==> src/mcg_pkg.sv <==
// package: register map, field layouts, modes and timing of the clock generator
package mcg_pkg;

  ////////////////////////////////////////////////////////////////////////////
  // register byte addresses
  localparam logic [7:0] ADDR_CTRL1 = 8'h48;
  localparam logic [7:0] ADDR_CTRL2 = 8'h49;
  localparam logic [7:0] ADDR_TRIM = 8'h4a;
  localparam logic [7:0] ADDR_STATE = 8'h4b;
  localparam logic [7:0] ADDR_CTRL3 = 8'h4c;
  localparam logic [7:0] ADDR_IRQ_STATUS = 8'h50;
  localparam logic [7:0] ADDR_IRQ_MASK = 8'h51;

  ////////////////////////////////////////////////////////////////////////////
  // reset values
  localparam logic [7:0] RST_CTRL1 = 8'h04;
  localparam logic [7:0] RST_CTRL2 = 8'h40;
  localparam logic [7:0] RST_TRIM = 8'h80;
  localparam logic RST_FINE_ADJ = 1'b0;
  localparam logic [7:0] RST_CTRL3 = 8'h01;
  localparam logic [2:0] RST_IRQ = 3'h0;

  ////////////////////////////////////////////////////////////////////////////
  // field positions and encodings
  localparam int STATE_LOCK_LOST = 7;
  localparam int STATE_FINE_ADJ = 0;
  localparam int IRQ_LOCK_LOST = 0;
  localparam int IRQ_LOCKED = 1;
  localparam int IRQ_EXT_LOSS = 2;
  localparam logic [1:0] CLKS_LOOP = 2'h0;
  localparam logic [1:0] CLKS_INT = 2'h1;
  localparam logic [1:0] CLKS_EXT = 2'h2;

  ////////////////////////////////////////////////////////////////////////////
  // timing
  localparam int CLK_MHZ = 100;
  localparam logic [9:0] IREF_BASE_CYC = 10'h040;
  localparam logic [7:0] LOCK_REF_TICKS = 8'h20;
  localparam int LOC_HIGH_US = 2;
  localparam int LOC_LOW_US = 100;
  localparam int LOC_HIGH_CYC = LOC_HIGH_US * CLK_MHZ;
  localparam int LOC_LOW_CYC = LOC_LOW_US * CLK_MHZ;

  ////////////////////////////////////////////////////////////////////////////
  // types
  typedef enum logic [7:0] {
    md_fll_engaged_internal = 8'b0000_0001,
    md_fll_engaged_external = 8'b0000_0010,
    md_fll_bypassed_internal = 8'b0000_0100,
    md_fll_bypassed_external = 8'b0000_1000,
    md_pll_engaged_external = 8'b0001_0000,
    md_pll_bypassed_external = 8'b0010_0000,
    md_bypassed_lowpower_internal = 8'b0100_0000,
    md_bypassed_lowpower_external = 8'b1000_0000
  } mcg_mode_t;

  typedef struct packed {
    logic [1:0] clk_sel;
    logic [2:0] ref_divider;
    logic internal_ref_select;
    logic int_ref_out_enable;
    logic int_ref_stop_enable;
  } mcg_ctrl1_t;

  typedef struct packed {
    logic [1:0] bus_divider;
    logic freq_range;
    logic high_gain;
    logic low_power_bypass;
    logic ext_ref_select;
    logic ext_ref_out_enable;
    logic ext_ref_stop_enable;
  } mcg_ctrl2_t;

  typedef struct packed {
    logic lock_lost_irq_enable;
    logic pll_select;
    logic ext_clock_watch_enable;
    logic zero;
    logic [3:0] vco_divider;
  } mcg_ctrl3_t;

  typedef struct packed {
    logic [7:0] addr;
    logic [7:0] wdata;
    logic wr;
    logic rd;
  } mcg_bus_req_t;

endpackage

==> src/mcg_top.sv <==
// clock generator: reference selection, trim, bus divider, clock monitor
//
// Notes on behaviour
// - bus divider change takes effect immediately
// - low-power bypass stops loop unless loop clock selected; stop mode also stops it
// - internal ref output only while enabled
// - larger trim code gives longer internal period
// - trim reaches generator output only in internal modes, internal ref output in any mode
// - trim fields reset by power-on only
// - internal ref runs in stop if both set
// - external ref output only while enabled
// - internal select keeps external out of loop
// - external ref kept in stop by enables/modes
// - armed monitor resets chip on reference loss
// - reference loss sets reset cause flag
//
// Added by the designer: strobed register access.
`timescale 1ns/1ps
module mcg_top #(
  parameter int unsigned LOC_LOW_LIMIT = mcg_pkg::LOC_LOW_CYC
) (
  input wire logic clk_sys_i,
  input wire logic rst_b_i,
  input wire logic por_b_i,
  input wire mcg_pkg::mcg_bus_req_t bus_req_i,
  output logic [7:0] rdata_o,
  input wire logic stop_mode_i,
  input wire logic ext_ref_i,
  output logic internal_ref_clock_out_o,
  output logic external_ref_clock_out_o,
  output logic generator_output_clock_o,
  output logic bus_clk_en_o,
  output logic loop_enable_o,
  output logic ext_osc_enable_o,
  output logic chip_reset_req_o,
  output logic ref_fail_flag_o,
  output logic irq_o
);
  import mcg_pkg::*;

  ////////////////////////////////////////////////////////////////////////////
  // functions
  function automatic mcg_mode_t mode_decode(input mcg_ctrl1_t c1, input mcg_ctrl2_t c2,
                                            input mcg_ctrl3_t c3);
    case (c1.clk_sel)
      CLKS_LOOP: begin
        if (c3.pll_select) mode_decode = md_pll_engaged_external;
        else if (c1.internal_ref_select) mode_decode = md_fll_engaged_internal;
        else mode_decode = md_fll_engaged_external;
      end
      CLKS_INT: begin
        if (c2.low_power_bypass) mode_decode = md_bypassed_lowpower_internal;
        else mode_decode = md_fll_bypassed_internal;
      end
      CLKS_EXT: begin
        if (c2.low_power_bypass) mode_decode = md_bypassed_lowpower_external;
        else if (c3.pll_select) mode_decode = md_pll_bypassed_external;
        else mode_decode = md_fll_bypassed_external;
      end
      default: mode_decode = md_fll_engaged_internal;
    endcase
  endfunction

  function automatic logic ext_mode(input mcg_mode_t m);
    case (m)
      md_fll_engaged_external, md_fll_bypassed_external, md_pll_engaged_external,
      md_pll_bypassed_external, md_bypassed_lowpower_external: ext_mode = 1'b1;
      default: ext_mode = 1'b0;
    endcase
  endfunction

  ////////////////////////////////////////////////////////////////////////////
  // declarations
  logic any_rst_b;
  logic ext_s1_r, ext_s2_r, ext_s3_r;
  logic ext_edge;
  mcg_ctrl1_t c1_r, c1_nxt;
  mcg_ctrl2_t c2_r, c2_nxt;
  mcg_ctrl3_t c3_r, c3_nxt;
  logic [7:0] trm_r, trm_nxt;
  logic fine_adj_r, fine_adj_nxt;
  logic ref_fail_r, ref_fail_nxt;
  logic lock_lost_r, lock_lost_nxt;
  logic [2:0] irq_st_r, irq_st_nxt;
  logic [2:0] irq_msk_r, irq_msk_nxt;
  logic [7:0] rdata_r, rdata_nxt;
  logic [1:0] clkst_r, clkst_nxt;
  mcg_mode_t mode_r, mode_nxt;
  logic [9:0] iref_cnt_r, iref_cnt_nxt;
  logic iref_lvl_r, iref_lvl_nxt;
  logic [7:0] refd_cnt_r, refd_cnt_nxt;
  logic [7:0] lock_cnt_r, lock_cnt_nxt;
  logic lock_r, lock_nxt;
  logic [15:0] loc_cnt_r, loc_cnt_nxt;
  logic osc_ok_r, osc_ok_nxt;
  logic [2:0] bus_cnt_r, bus_cnt_nxt;
  logic reset_req_r, reset_req_nxt;
  logic iclk_out_r, iclk_out_nxt;
  logic eclk_out_r, eclk_out_nxt;
  logic gen_r, gen_nxt;
  logic bus_en_r, bus_en_nxt;
  logic [9:0] iref_period;
  logic iref_run, iref_tick;
  logic ext_on, ext_div_pulse, loop_ref_pulse;
  logic loop_on, cfg_wr, lock_lost_evt, locked_evt;
  logic [15:0] loc_limit;
  logic ext_stale;
  logic gen_pulse;
  logic [7:0] refd_limit;
  logic [2:0] bus_limit;

  assign any_rst_b = rst_b_i & por_b_i;

  ////////////////////////////////////////////////////////////////////////////
  // external reference pin synchroniser; edge taken past the second stage
  always_ff @(posedge clk_sys_i) begin
    if (!any_rst_b) begin
      ext_s1_r <= 1'b0;
      ext_s2_r <= 1'b0;
      ext_s3_r <= 1'b0;
    end else begin
      ext_s1_r <= ext_ref_i;
      ext_s2_r <= ext_s1_r;
      ext_s3_r <= ext_s2_r;
    end
  end
  assign ext_edge = ext_s2_r & ~ext_s3_r;

  ////////////////////////////////////////////////////////////////////////////
  // reference and loop control
  always_comb begin
    iref_period = IREF_BASE_CYC + {1'b0, trm_r, fine_adj_r};
    iref_run = ~stop_mode_i | (c1_r.int_ref_stop_enable & c1_r.int_ref_out_enable);
    iref_tick = iref_run & (iref_cnt_r >= iref_period - 10'h001);
    if (stop_mode_i) begin
      ext_on = (c2_r.ext_ref_stop_enable & c2_r.ext_ref_out_enable) | ext_mode(mode_r);
    end else begin
      ext_on = c2_r.ext_ref_select | c2_r.ext_ref_out_enable | ext_mode(mode_r);
    end
    refd_limit = 8'((8'h01 << c1_r.ref_divider) - 8'h01);
    // external edges reach the loop only while the internal ref is not selected
    ext_div_pulse = ext_on & ext_edge & ~c1_r.internal_ref_select &
                    (refd_cnt_r >= refd_limit);
    loop_ref_pulse = c1_r.internal_ref_select ? iref_tick : ext_div_pulse;
    loop_on = ~(c2_r.low_power_bypass & (c1_r.clk_sel != CLKS_LOOP)) & ~stop_mode_i;
    cfg_wr = bus_req_i.wr & ((bus_req_i.addr == ADDR_CTRL1) | (bus_req_i.addr == ADDR_CTRL3));
    loc_limit = c2_r.freq_range ? 16'(LOC_HIGH_CYC) : 16'(LOC_LOW_LIMIT);
    ext_stale = loc_cnt_r >= loc_limit;
    // trim only reaches the output through the internal tick
    case (mode_r)
      md_fll_engaged_internal: gen_pulse = iref_tick;
      md_fll_bypassed_internal, md_bypassed_lowpower_internal: gen_pulse = iref_tick;
      md_fll_engaged_external, md_pll_engaged_external: gen_pulse = ext_div_pulse;
      md_fll_bypassed_external, md_pll_bypassed_external,
      md_bypassed_lowpower_external: gen_pulse = ext_on & ext_edge;
      default: gen_pulse = 1'b0;
    endcase
    bus_limit = 3'((3'h1 << c2_r.bus_divider) - 3'h1);
  end

  ////////////////////////////////////////////////////////////////////////////
  // timing state next values
  always_comb begin
    mode_nxt = mode_decode(c1_r, c2_r, c3_r);
    clkst_nxt = c1_r.clk_sel;
    iref_cnt_nxt = iref_cnt_r;
    iref_lvl_nxt = iref_lvl_r;
    if (iref_tick) begin
      iref_cnt_nxt = 10'h000;
      iref_lvl_nxt = ~iref_lvl_r;
    end else if (iref_run) begin
      iref_cnt_nxt = iref_cnt_r + 10'h001;
    end
    refd_cnt_nxt = refd_cnt_r;
    if (!ext_on || c1_r.internal_ref_select) refd_cnt_nxt = 8'h00;
    else if (ext_edge) refd_cnt_nxt = (refd_cnt_r >= refd_limit) ? 8'h00 : refd_cnt_r + 8'h01;
    // lock restarts on loop stop, reference reprogramming or a stale reference
    lock_cnt_nxt = lock_cnt_r;
    if (!loop_on || cfg_wr || (!c1_r.internal_ref_select && ext_stale)) begin
      lock_cnt_nxt = 8'h00;
    end else if (loop_ref_pulse && lock_cnt_r < LOCK_REF_TICKS) begin
      lock_cnt_nxt = lock_cnt_r + 8'h01;
    end
    lock_nxt = lock_cnt_nxt == LOCK_REF_TICKS;
    lock_lost_evt = lock_r & ~lock_nxt & loop_on;
    locked_evt = ~lock_r & lock_nxt;
    // monitor counts cycles since the last external edge, saturating
    loc_cnt_nxt = loc_cnt_r;
    if (!ext_on || ext_edge) loc_cnt_nxt = 16'h0000;
    else if (!ext_stale) loc_cnt_nxt = loc_cnt_r + 16'h0001;
    osc_ok_nxt = osc_ok_r;
    if (!ext_on || ext_stale) osc_ok_nxt = 1'b0;
    else if (ext_edge) osc_ok_nxt = 1'b1;
    // held until the chip reset it asks for arrives
    reset_req_nxt = reset_req_r | (c3_r.ext_clock_watch_enable & ext_on & ext_stale);
    // live divider limit: a new setting applies on the next source pulse
    bus_cnt_nxt = bus_cnt_r;
    bus_en_nxt = 1'b0;
    if (gen_pulse) begin
      if (bus_cnt_r >= bus_limit) begin
        bus_cnt_nxt = 3'h0;
        bus_en_nxt = 1'b1;
      end else begin
        bus_cnt_nxt = bus_cnt_r + 3'h1;
      end
    end
    gen_nxt = gen_pulse;
    iclk_out_nxt = iref_lvl_nxt & c1_r.int_ref_out_enable & iref_run;
    eclk_out_nxt = ext_s2_r & c2_r.ext_ref_out_enable & ext_on;
  end

  always_ff @(posedge clk_sys_i) begin
    if (!any_rst_b) begin
      mode_r <= md_fll_engaged_internal;
      clkst_r <= CLKS_LOOP;
      iref_cnt_r <= 10'h000;
      iref_lvl_r <= 1'b0;
      refd_cnt_r <= 8'h00;
      lock_cnt_r <= 8'h00;
      lock_r <= 1'b0;
      loc_cnt_r <= 16'h0000;
      osc_ok_r <= 1'b0;
      reset_req_r <= 1'b0;
      bus_cnt_r <= 3'h0;
      bus_en_r <= 1'b0;
      gen_r <= 1'b0;
      iclk_out_r <= 1'b0;
      eclk_out_r <= 1'b0;
    end else begin
      mode_r <= mode_nxt;
      clkst_r <= clkst_nxt;
      iref_cnt_r <= iref_cnt_nxt;
      iref_lvl_r <= iref_lvl_nxt;
      refd_cnt_r <= refd_cnt_nxt;
      lock_cnt_r <= lock_cnt_nxt;
      lock_r <= lock_nxt;
      loc_cnt_r <= loc_cnt_nxt;
      osc_ok_r <= osc_ok_nxt;
      reset_req_r <= reset_req_nxt;
      bus_cnt_r <= bus_cnt_nxt;
      bus_en_r <= bus_en_nxt;
      gen_r <= gen_nxt;
      iclk_out_r <= iclk_out_nxt;
      eclk_out_r <= eclk_out_nxt;
    end
  end

  ////////////////////////////////////////////////////////////////////////////
  // power-on-only state: trim and reset cause survive other resets
  always_comb begin
    trm_nxt = trm_r;
    fine_adj_nxt = fine_adj_r;
    if (bus_req_i.wr && bus_req_i.addr == ADDR_TRIM) trm_nxt = bus_req_i.wdata;
    if (bus_req_i.wr && bus_req_i.addr == ADDR_STATE) begin
      fine_adj_nxt = bus_req_i.wdata[STATE_FINE_ADJ];
    end
    ref_fail_nxt = ref_fail_r | reset_req_r;
  end

  always_ff @(posedge clk_sys_i) begin
    if (!por_b_i) begin
      trm_r <= RST_TRIM;
      fine_adj_r <= RST_FINE_ADJ;
      ref_fail_r <= 1'b0;
    end else begin
      trm_r <= trm_nxt;
      fine_adj_r <= fine_adj_nxt;
      ref_fail_r <= ref_fail_nxt;
    end
  end

  ////////////////////////////////////////////////////////////////////////////
  // register file
  always_comb begin
    c1_nxt = c1_r;
    c2_nxt = c2_r;
    c3_nxt = c3_r;
    irq_msk_nxt = irq_msk_r;
    lock_lost_nxt = lock_lost_r;
    irq_st_nxt = irq_st_r;
    rdata_nxt = 8'h00;
    if (bus_req_i.wr) begin
      case (bus_req_i.addr)
        ADDR_CTRL1: c1_nxt = mcg_ctrl1_t'(bus_req_i.wdata);
        ADDR_CTRL2: c2_nxt = mcg_ctrl2_t'(bus_req_i.wdata);
        ADDR_CTRL3: c3_nxt = mcg_ctrl3_t'({bus_req_i.wdata[7:5], 1'b0, bus_req_i.wdata[3:0]});
        ADDR_STATE: if (bus_req_i.wdata[STATE_LOCK_LOST]) lock_lost_nxt = 1'b0;
        ADDR_IRQ_MASK: irq_msk_nxt = bus_req_i.wdata[2:0];
        default: ;
      endcase
    end
    if (bus_req_i.rd) begin
      case (bus_req_i.addr)
        ADDR_CTRL1: rdata_nxt = c1_r;
        ADDR_CTRL2: rdata_nxt = c2_r;
        ADDR_TRIM: rdata_nxt = trm_r;
        ADDR_STATE: rdata_nxt = {lock_lost_r, lock_r, c3_r.pll_select,
                                 c1_r.internal_ref_select, clkst_r, osc_ok_r, fine_adj_r};
        ADDR_CTRL3: rdata_nxt = c3_r;
        ADDR_IRQ_STATUS: rdata_nxt = {5'h00, irq_st_r};
        ADDR_IRQ_MASK: rdata_nxt = {5'h00, irq_msk_r};
        default: rdata_nxt = 8'h00;
      endcase
      if (bus_req_i.addr == ADDR_IRQ_STATUS) irq_st_nxt = 3'h0;
    end
    // a new event in the clearing cycle stays set
    if (lock_lost_evt) lock_lost_nxt = 1'b1;
    irq_st_nxt[IRQ_LOCK_LOST] = irq_st_nxt[IRQ_LOCK_LOST] | lock_lost_evt;
    irq_st_nxt[IRQ_LOCKED] = irq_st_nxt[IRQ_LOCKED] | locked_evt;
    irq_st_nxt[IRQ_EXT_LOSS] = irq_st_nxt[IRQ_EXT_LOSS] | (reset_req_nxt & ~reset_req_r);
  end

  always_ff @(posedge clk_sys_i) begin
    if (!any_rst_b) begin
      c1_r <= mcg_ctrl1_t'(RST_CTRL1);
      c2_r <= mcg_ctrl2_t'(RST_CTRL2);
      c3_r <= mcg_ctrl3_t'(RST_CTRL3);
      irq_msk_r <= RST_IRQ;
      irq_st_r <= RST_IRQ;
      lock_lost_r <= 1'b0;
      rdata_r <= 8'h00;
    end else begin
      c1_r <= c1_nxt;
      c2_r <= c2_nxt;
      c3_r <= c3_nxt;
      irq_msk_r <= irq_msk_nxt;
      irq_st_r <= irq_st_nxt;
      lock_lost_r <= lock_lost_nxt;
      rdata_r <= rdata_nxt;
    end
  end

  ////////////////////////////////////////////////////////////////////////////
  // outputs
  assign rdata_o = rdata_r;
  assign internal_ref_clock_out_o = iclk_out_r;
  assign external_ref_clock_out_o = eclk_out_r;
  assign generator_output_clock_o = gen_r;
  assign bus_clk_en_o = bus_en_r;
  assign loop_enable_o = loop_on;
  assign ext_osc_enable_o = ext_on;
  assign chip_reset_req_o = reset_req_r;
  assign ref_fail_flag_o = ref_fail_r;
  assign irq_o = (|(irq_st_r & irq_msk_r)) | (lock_lost_r & c3_r.lock_lost_irq_enable);

endmodule
==> config.mk <==
export PLATFORM = sky130hd
export DESIGN_NAME = mcg_top
export DESIGN_NICKNAME = d
export VERILOG_FILES = /design/src/mcg_pkg.sv /design/src/mcg_top.sv
export SDC_FILE = /design/constraint.sdc
export NUM_CORES = 1
export LEC_CHECK = 0
export BUFFER_PORTS_ARGS = -buffer_cell sky130_fd_sc_hd__buf_4
export CORE_UTILIZATION = 40
export DETAILED_ROUTE_END_ITERATION = 8
export HOLD_SLACK_MARGIN = 0.08
export PLACE_DENSITY = 0.63
export SKIP_CTS_REPAIR_TIMING = 1
export SYNTH_ARGS = -nofsm -noshare
export SYNTH_HDL_FRONTEND = slang
export SYNTH_SLANG_ARGS = --single-unit
==> constraint.sdc <==
create_clock -name clk_sys_i -period 3.75 [get_ports clk_sys_i]
set_input_delay 0.9375 -clock clk_sys_i [delete_from_list [all_inputs] [get_ports clk_sys_i]]
set_output_delay 0.9375 -clock clk_sys_i [all_outputs]
set_load 0.1 [all_outputs]
==> run summary <==
CTS buffer count = 17
Reg-to-Reg Start = c1_r[5]$_SDFFE_PN0P_
grt total ovfl = 0
largest net degree at the start of global routing = 25
placed cell area = 6242 um2
buffer levels on the longest clock path = 2
PortBufs = 39
Slew headroom = 29.82%
initial antenna violation count = 0
crit path cell chain = or3_1, ha_1, xor2_1, ha_1, a2111oi_0, o31ai_2, o211a_2, o21ai_2, mux2i_1, o2111ai_1, o31ai_2
Worst-Margin Slew = 1.036 ns
worst vdd ir = 0.3642 mV
final antenna-violating net count = 0
GRT Util Overall = 20.02%
overall power = 2.912 mW
clk_lat worst skew = 0.42 ns
M3 GR Usage = 5.344%
Reg-to-Reg End = irq_st_r[1]$_SDFF_PN0_
DR vias/cell = 5.421
DRT iter0 DRCs = 440
WP buf/inv = 0
DRC viols = 0
cells on worst reg2reg path = 11
arrival time at the worst endpoint = 3.86 ns
Floorplan Core Area = 13990 um2
final instance area = 6839 um2
worst hold path type = reg2reg
hold_sp = loc_cnt_r[15]$_SDFFE_PP0N_
GRT busiest layer = met2
crit-path max cell delay = 0.60 ns
Syn Area/Cell = 8.952 um2
# IOs = 40
hpwl dp = 10340 um
Die Width = 122.3 um
Final Non-Filler Cells = 882
ant diodes = 0
yosys warns = 0
layout cells sized above 1 = 14.39%
Routability Congestion = 0.8612
Yosys top cell area share = 39.40%
unrepaired setup endpoints after global routing = false
CTS tree = yes
CP endpoint kind = flip-flop
Reg2Reg Setup Slack = 0.22 ns
vias in the first global route = 4710
drt first pass iters = 5
beginning of the critical path = c1_r[5]$_SDFFE_PN0P_
Final setup viols = 0
DRT Wirelength = 14200 um
fin crit period = 3.530 ns
clk sinks = 114
Slew Viols, Final = 0
Max Clock Skew = 0.006636 ns
largest area contributor in the netlist = dfxtp_1
Post-synth EDFFs = 0
Synth Flop Type = dfxtp_1
DP Worst Slack = 0.2950 ns
most common cell in the synthesized netlist = dfxtp_1
final net count = 753
setup TNS = 0 ns
WL/cell = 16.10 um
critical path required time = 4.07 ns
cell total after placement = 850
WS Path Type = reg2reg
final worst-path setup slack = 0.2200 ns
top cells by area, synth = dfxtp_1 39%, ha_1 8.9%, nor2_1 5.8%, mux2i_1 4.7%, xor2_1 3.8%
fmax = 283.3 MHz
die footprint = 14960 um2
H-Tree Depth = 4
WHS Path Cells = 2
total number of vias = 4781
M2 GR Usage = 33.39%
Syn Inst Count = 647
final hold vios = 0
crit-path max FO = 8
fin crit share = 94.13%
MaxCap Viol Count = 0
row count = 43
post-synthesis async set-or-reset flop share = 0%
top post-synthesis cells by count = 114 x dfxtp_1, 90 x nor2_1, 55 x nand2_1
first-pass GRT wire length = 23020 um
Hold Path Sink = loc_cnt_r[15]$_SDFFE_PP0N_
Starting Density = 41.40%
crit path launch type = flip-flop
syn_nets = 711
Root Driver = clkbuf_16
LEAKAGE = 2.686 nW
PwrDens = 425.8 nW/um2
mapped cell area = 5792 um2
Area growth syn-to-layout = 18.08%
Distinct cells, synth = 60
Seq/Total Area, Yosys = 39.40%
status = finished, final reports clean
Die Y = 122.3 um
Critical Path Slowest Stage Cell = a2111oi_0
Yosys reg bits = 114
top cell family by delay on the critical path = compound AO/OA/AOI/OAI gates
grt met1 use = 23.68%
Clk pin slew, worst setup/hold paths = 0.05 ns
==> cells by family after synthesis <==
logic type | Yosys count | synth area share (%)
AOI/OAI and AO/OA | 98 | 11.26
xor gates and xnor gates | 44 | 6.654
adders and majority gates | 41 | 8.857
buffers and inverters | 47 | 3.629
DFF | 114 | 39.40
muxes | 35 | 7.777
other | 1 | 0.06475
and+or+nand+nor | 267 | 22.36
==> metrics by stage <==
| stage | hold slack, ns | util (%) |
|---|---|---|
| 2_1_floorplan | 0.4210 | - |
| 3_3_place_gp | 0.4381 | 44.62 |
| 5_1_grt | 0.4755 | 48.89 |
| 4_1_cts | 0.4471 | 48.86 |
| 6_report | 0.4489 | 48.89 |
| 3_5_place_dp | 0.4394 | 44.62 |
==> worst reg2reg max path: cells and delay by family (launching register included) <==
| kind | cells | cell delay [ns] |
|---|---|---|
| DFF | 1 | 0.39 |
| xor gates and xnor gates | 1 | 0.19 |
| adders and majority gates | 2 | 0.49 |
| AOI/OAI and AO/OA | 6 | 1.67 |
| muxes | 1 | 0.27 |
| and+or+nand+nor | 1 | 0.43 |
==> layout by cell type (no fill, tap or decap), types with 5 or more instances in the layout <==
| cell | count |
|---|---|
| inv_1 | 24 |
| xnor2_1 | 19 |
| nor2_1 | 90 |
| xor2_1 | 25 |
| clkbuf_16 | 17 |
| nor4_1 | 5 |
| o21ai_0 | 12 |
| nor3_1 | 13 |
| mux4_2 | 8 |
| ha_1 | 41 |
| o21a_1 | 6 |
| buf_4 | 46 |
| a22oi_1 | 6 |
| or3_1 | 5 |
| a21o_1 | 5 |
| nand2_1 | 55 |
| a21oi_1 | 34 |
| mux2i_1 | 27 |
| nor2b_1 | 11 |
| nand3_1 | 31 |
| dfxtp_1 | 114 |
| and3_1 | 15 |
| nand4_1 | 9 |
==> final cells by class <==
| class | instances | area, um2 |
|---|---|---|
| tap | 180 | 225.2 |
| multi-input combinational | 486 | 3304 |
| fill | 1290 | 7149 |
| sequential | 114 | 2282 |
| clock inverter | 9 | 103.9 |
| inverter | 24 | 90.09 |
| clock buffer | 23 | 488.0 |
| timing repair buffer | 46 | 345.3 |
==> routing by layer <==
metal,wire length (um),up-vias
li1,-,2349
met1,6188,2291
met2,6996,116
met3,710,25
met4,305,0
met5,0,-
==> worst max path at each step <==
stage,endpoint,cells after the start
2_1_floorplan,loop_enable_o,1
3_3_place_gp,irq_st_r[1]$_SDFF_PN0_,13
3_5_place_dp,irq_st_r[1]$_SDFF_PN0_,13
4_1_cts,irq_st_r[1]$_SDFF_PN0_,13
5_1_grt,irq_st_r[1]$_SDFF_PN0_,11
6_report,irq_st_r[1]$_SDFF_PN0_,11
==> registers in the layout (all words and copies together) (netlist names), 2 cells and up <==
signal and cells:
loc_cnt_r 16, iref_cnt_r 10, c2_r 8, lock_cnt_r 8
mode_r 8, rdata_o 8, refd_cnt_r 8, trm_r 8
c3_r 7, c1_r 6, bus_cnt_r 3, irq_msk_r 3
irq_st_r 3, clkst_nxt 2, clkst_r 2
==> where the power goes <==
group	internal, mW	switching [mW]
logic	0.0332	0.0526
clock network	1.04	0.568
registers	1.21	0.00141
(Power assumes the default switching activity.)
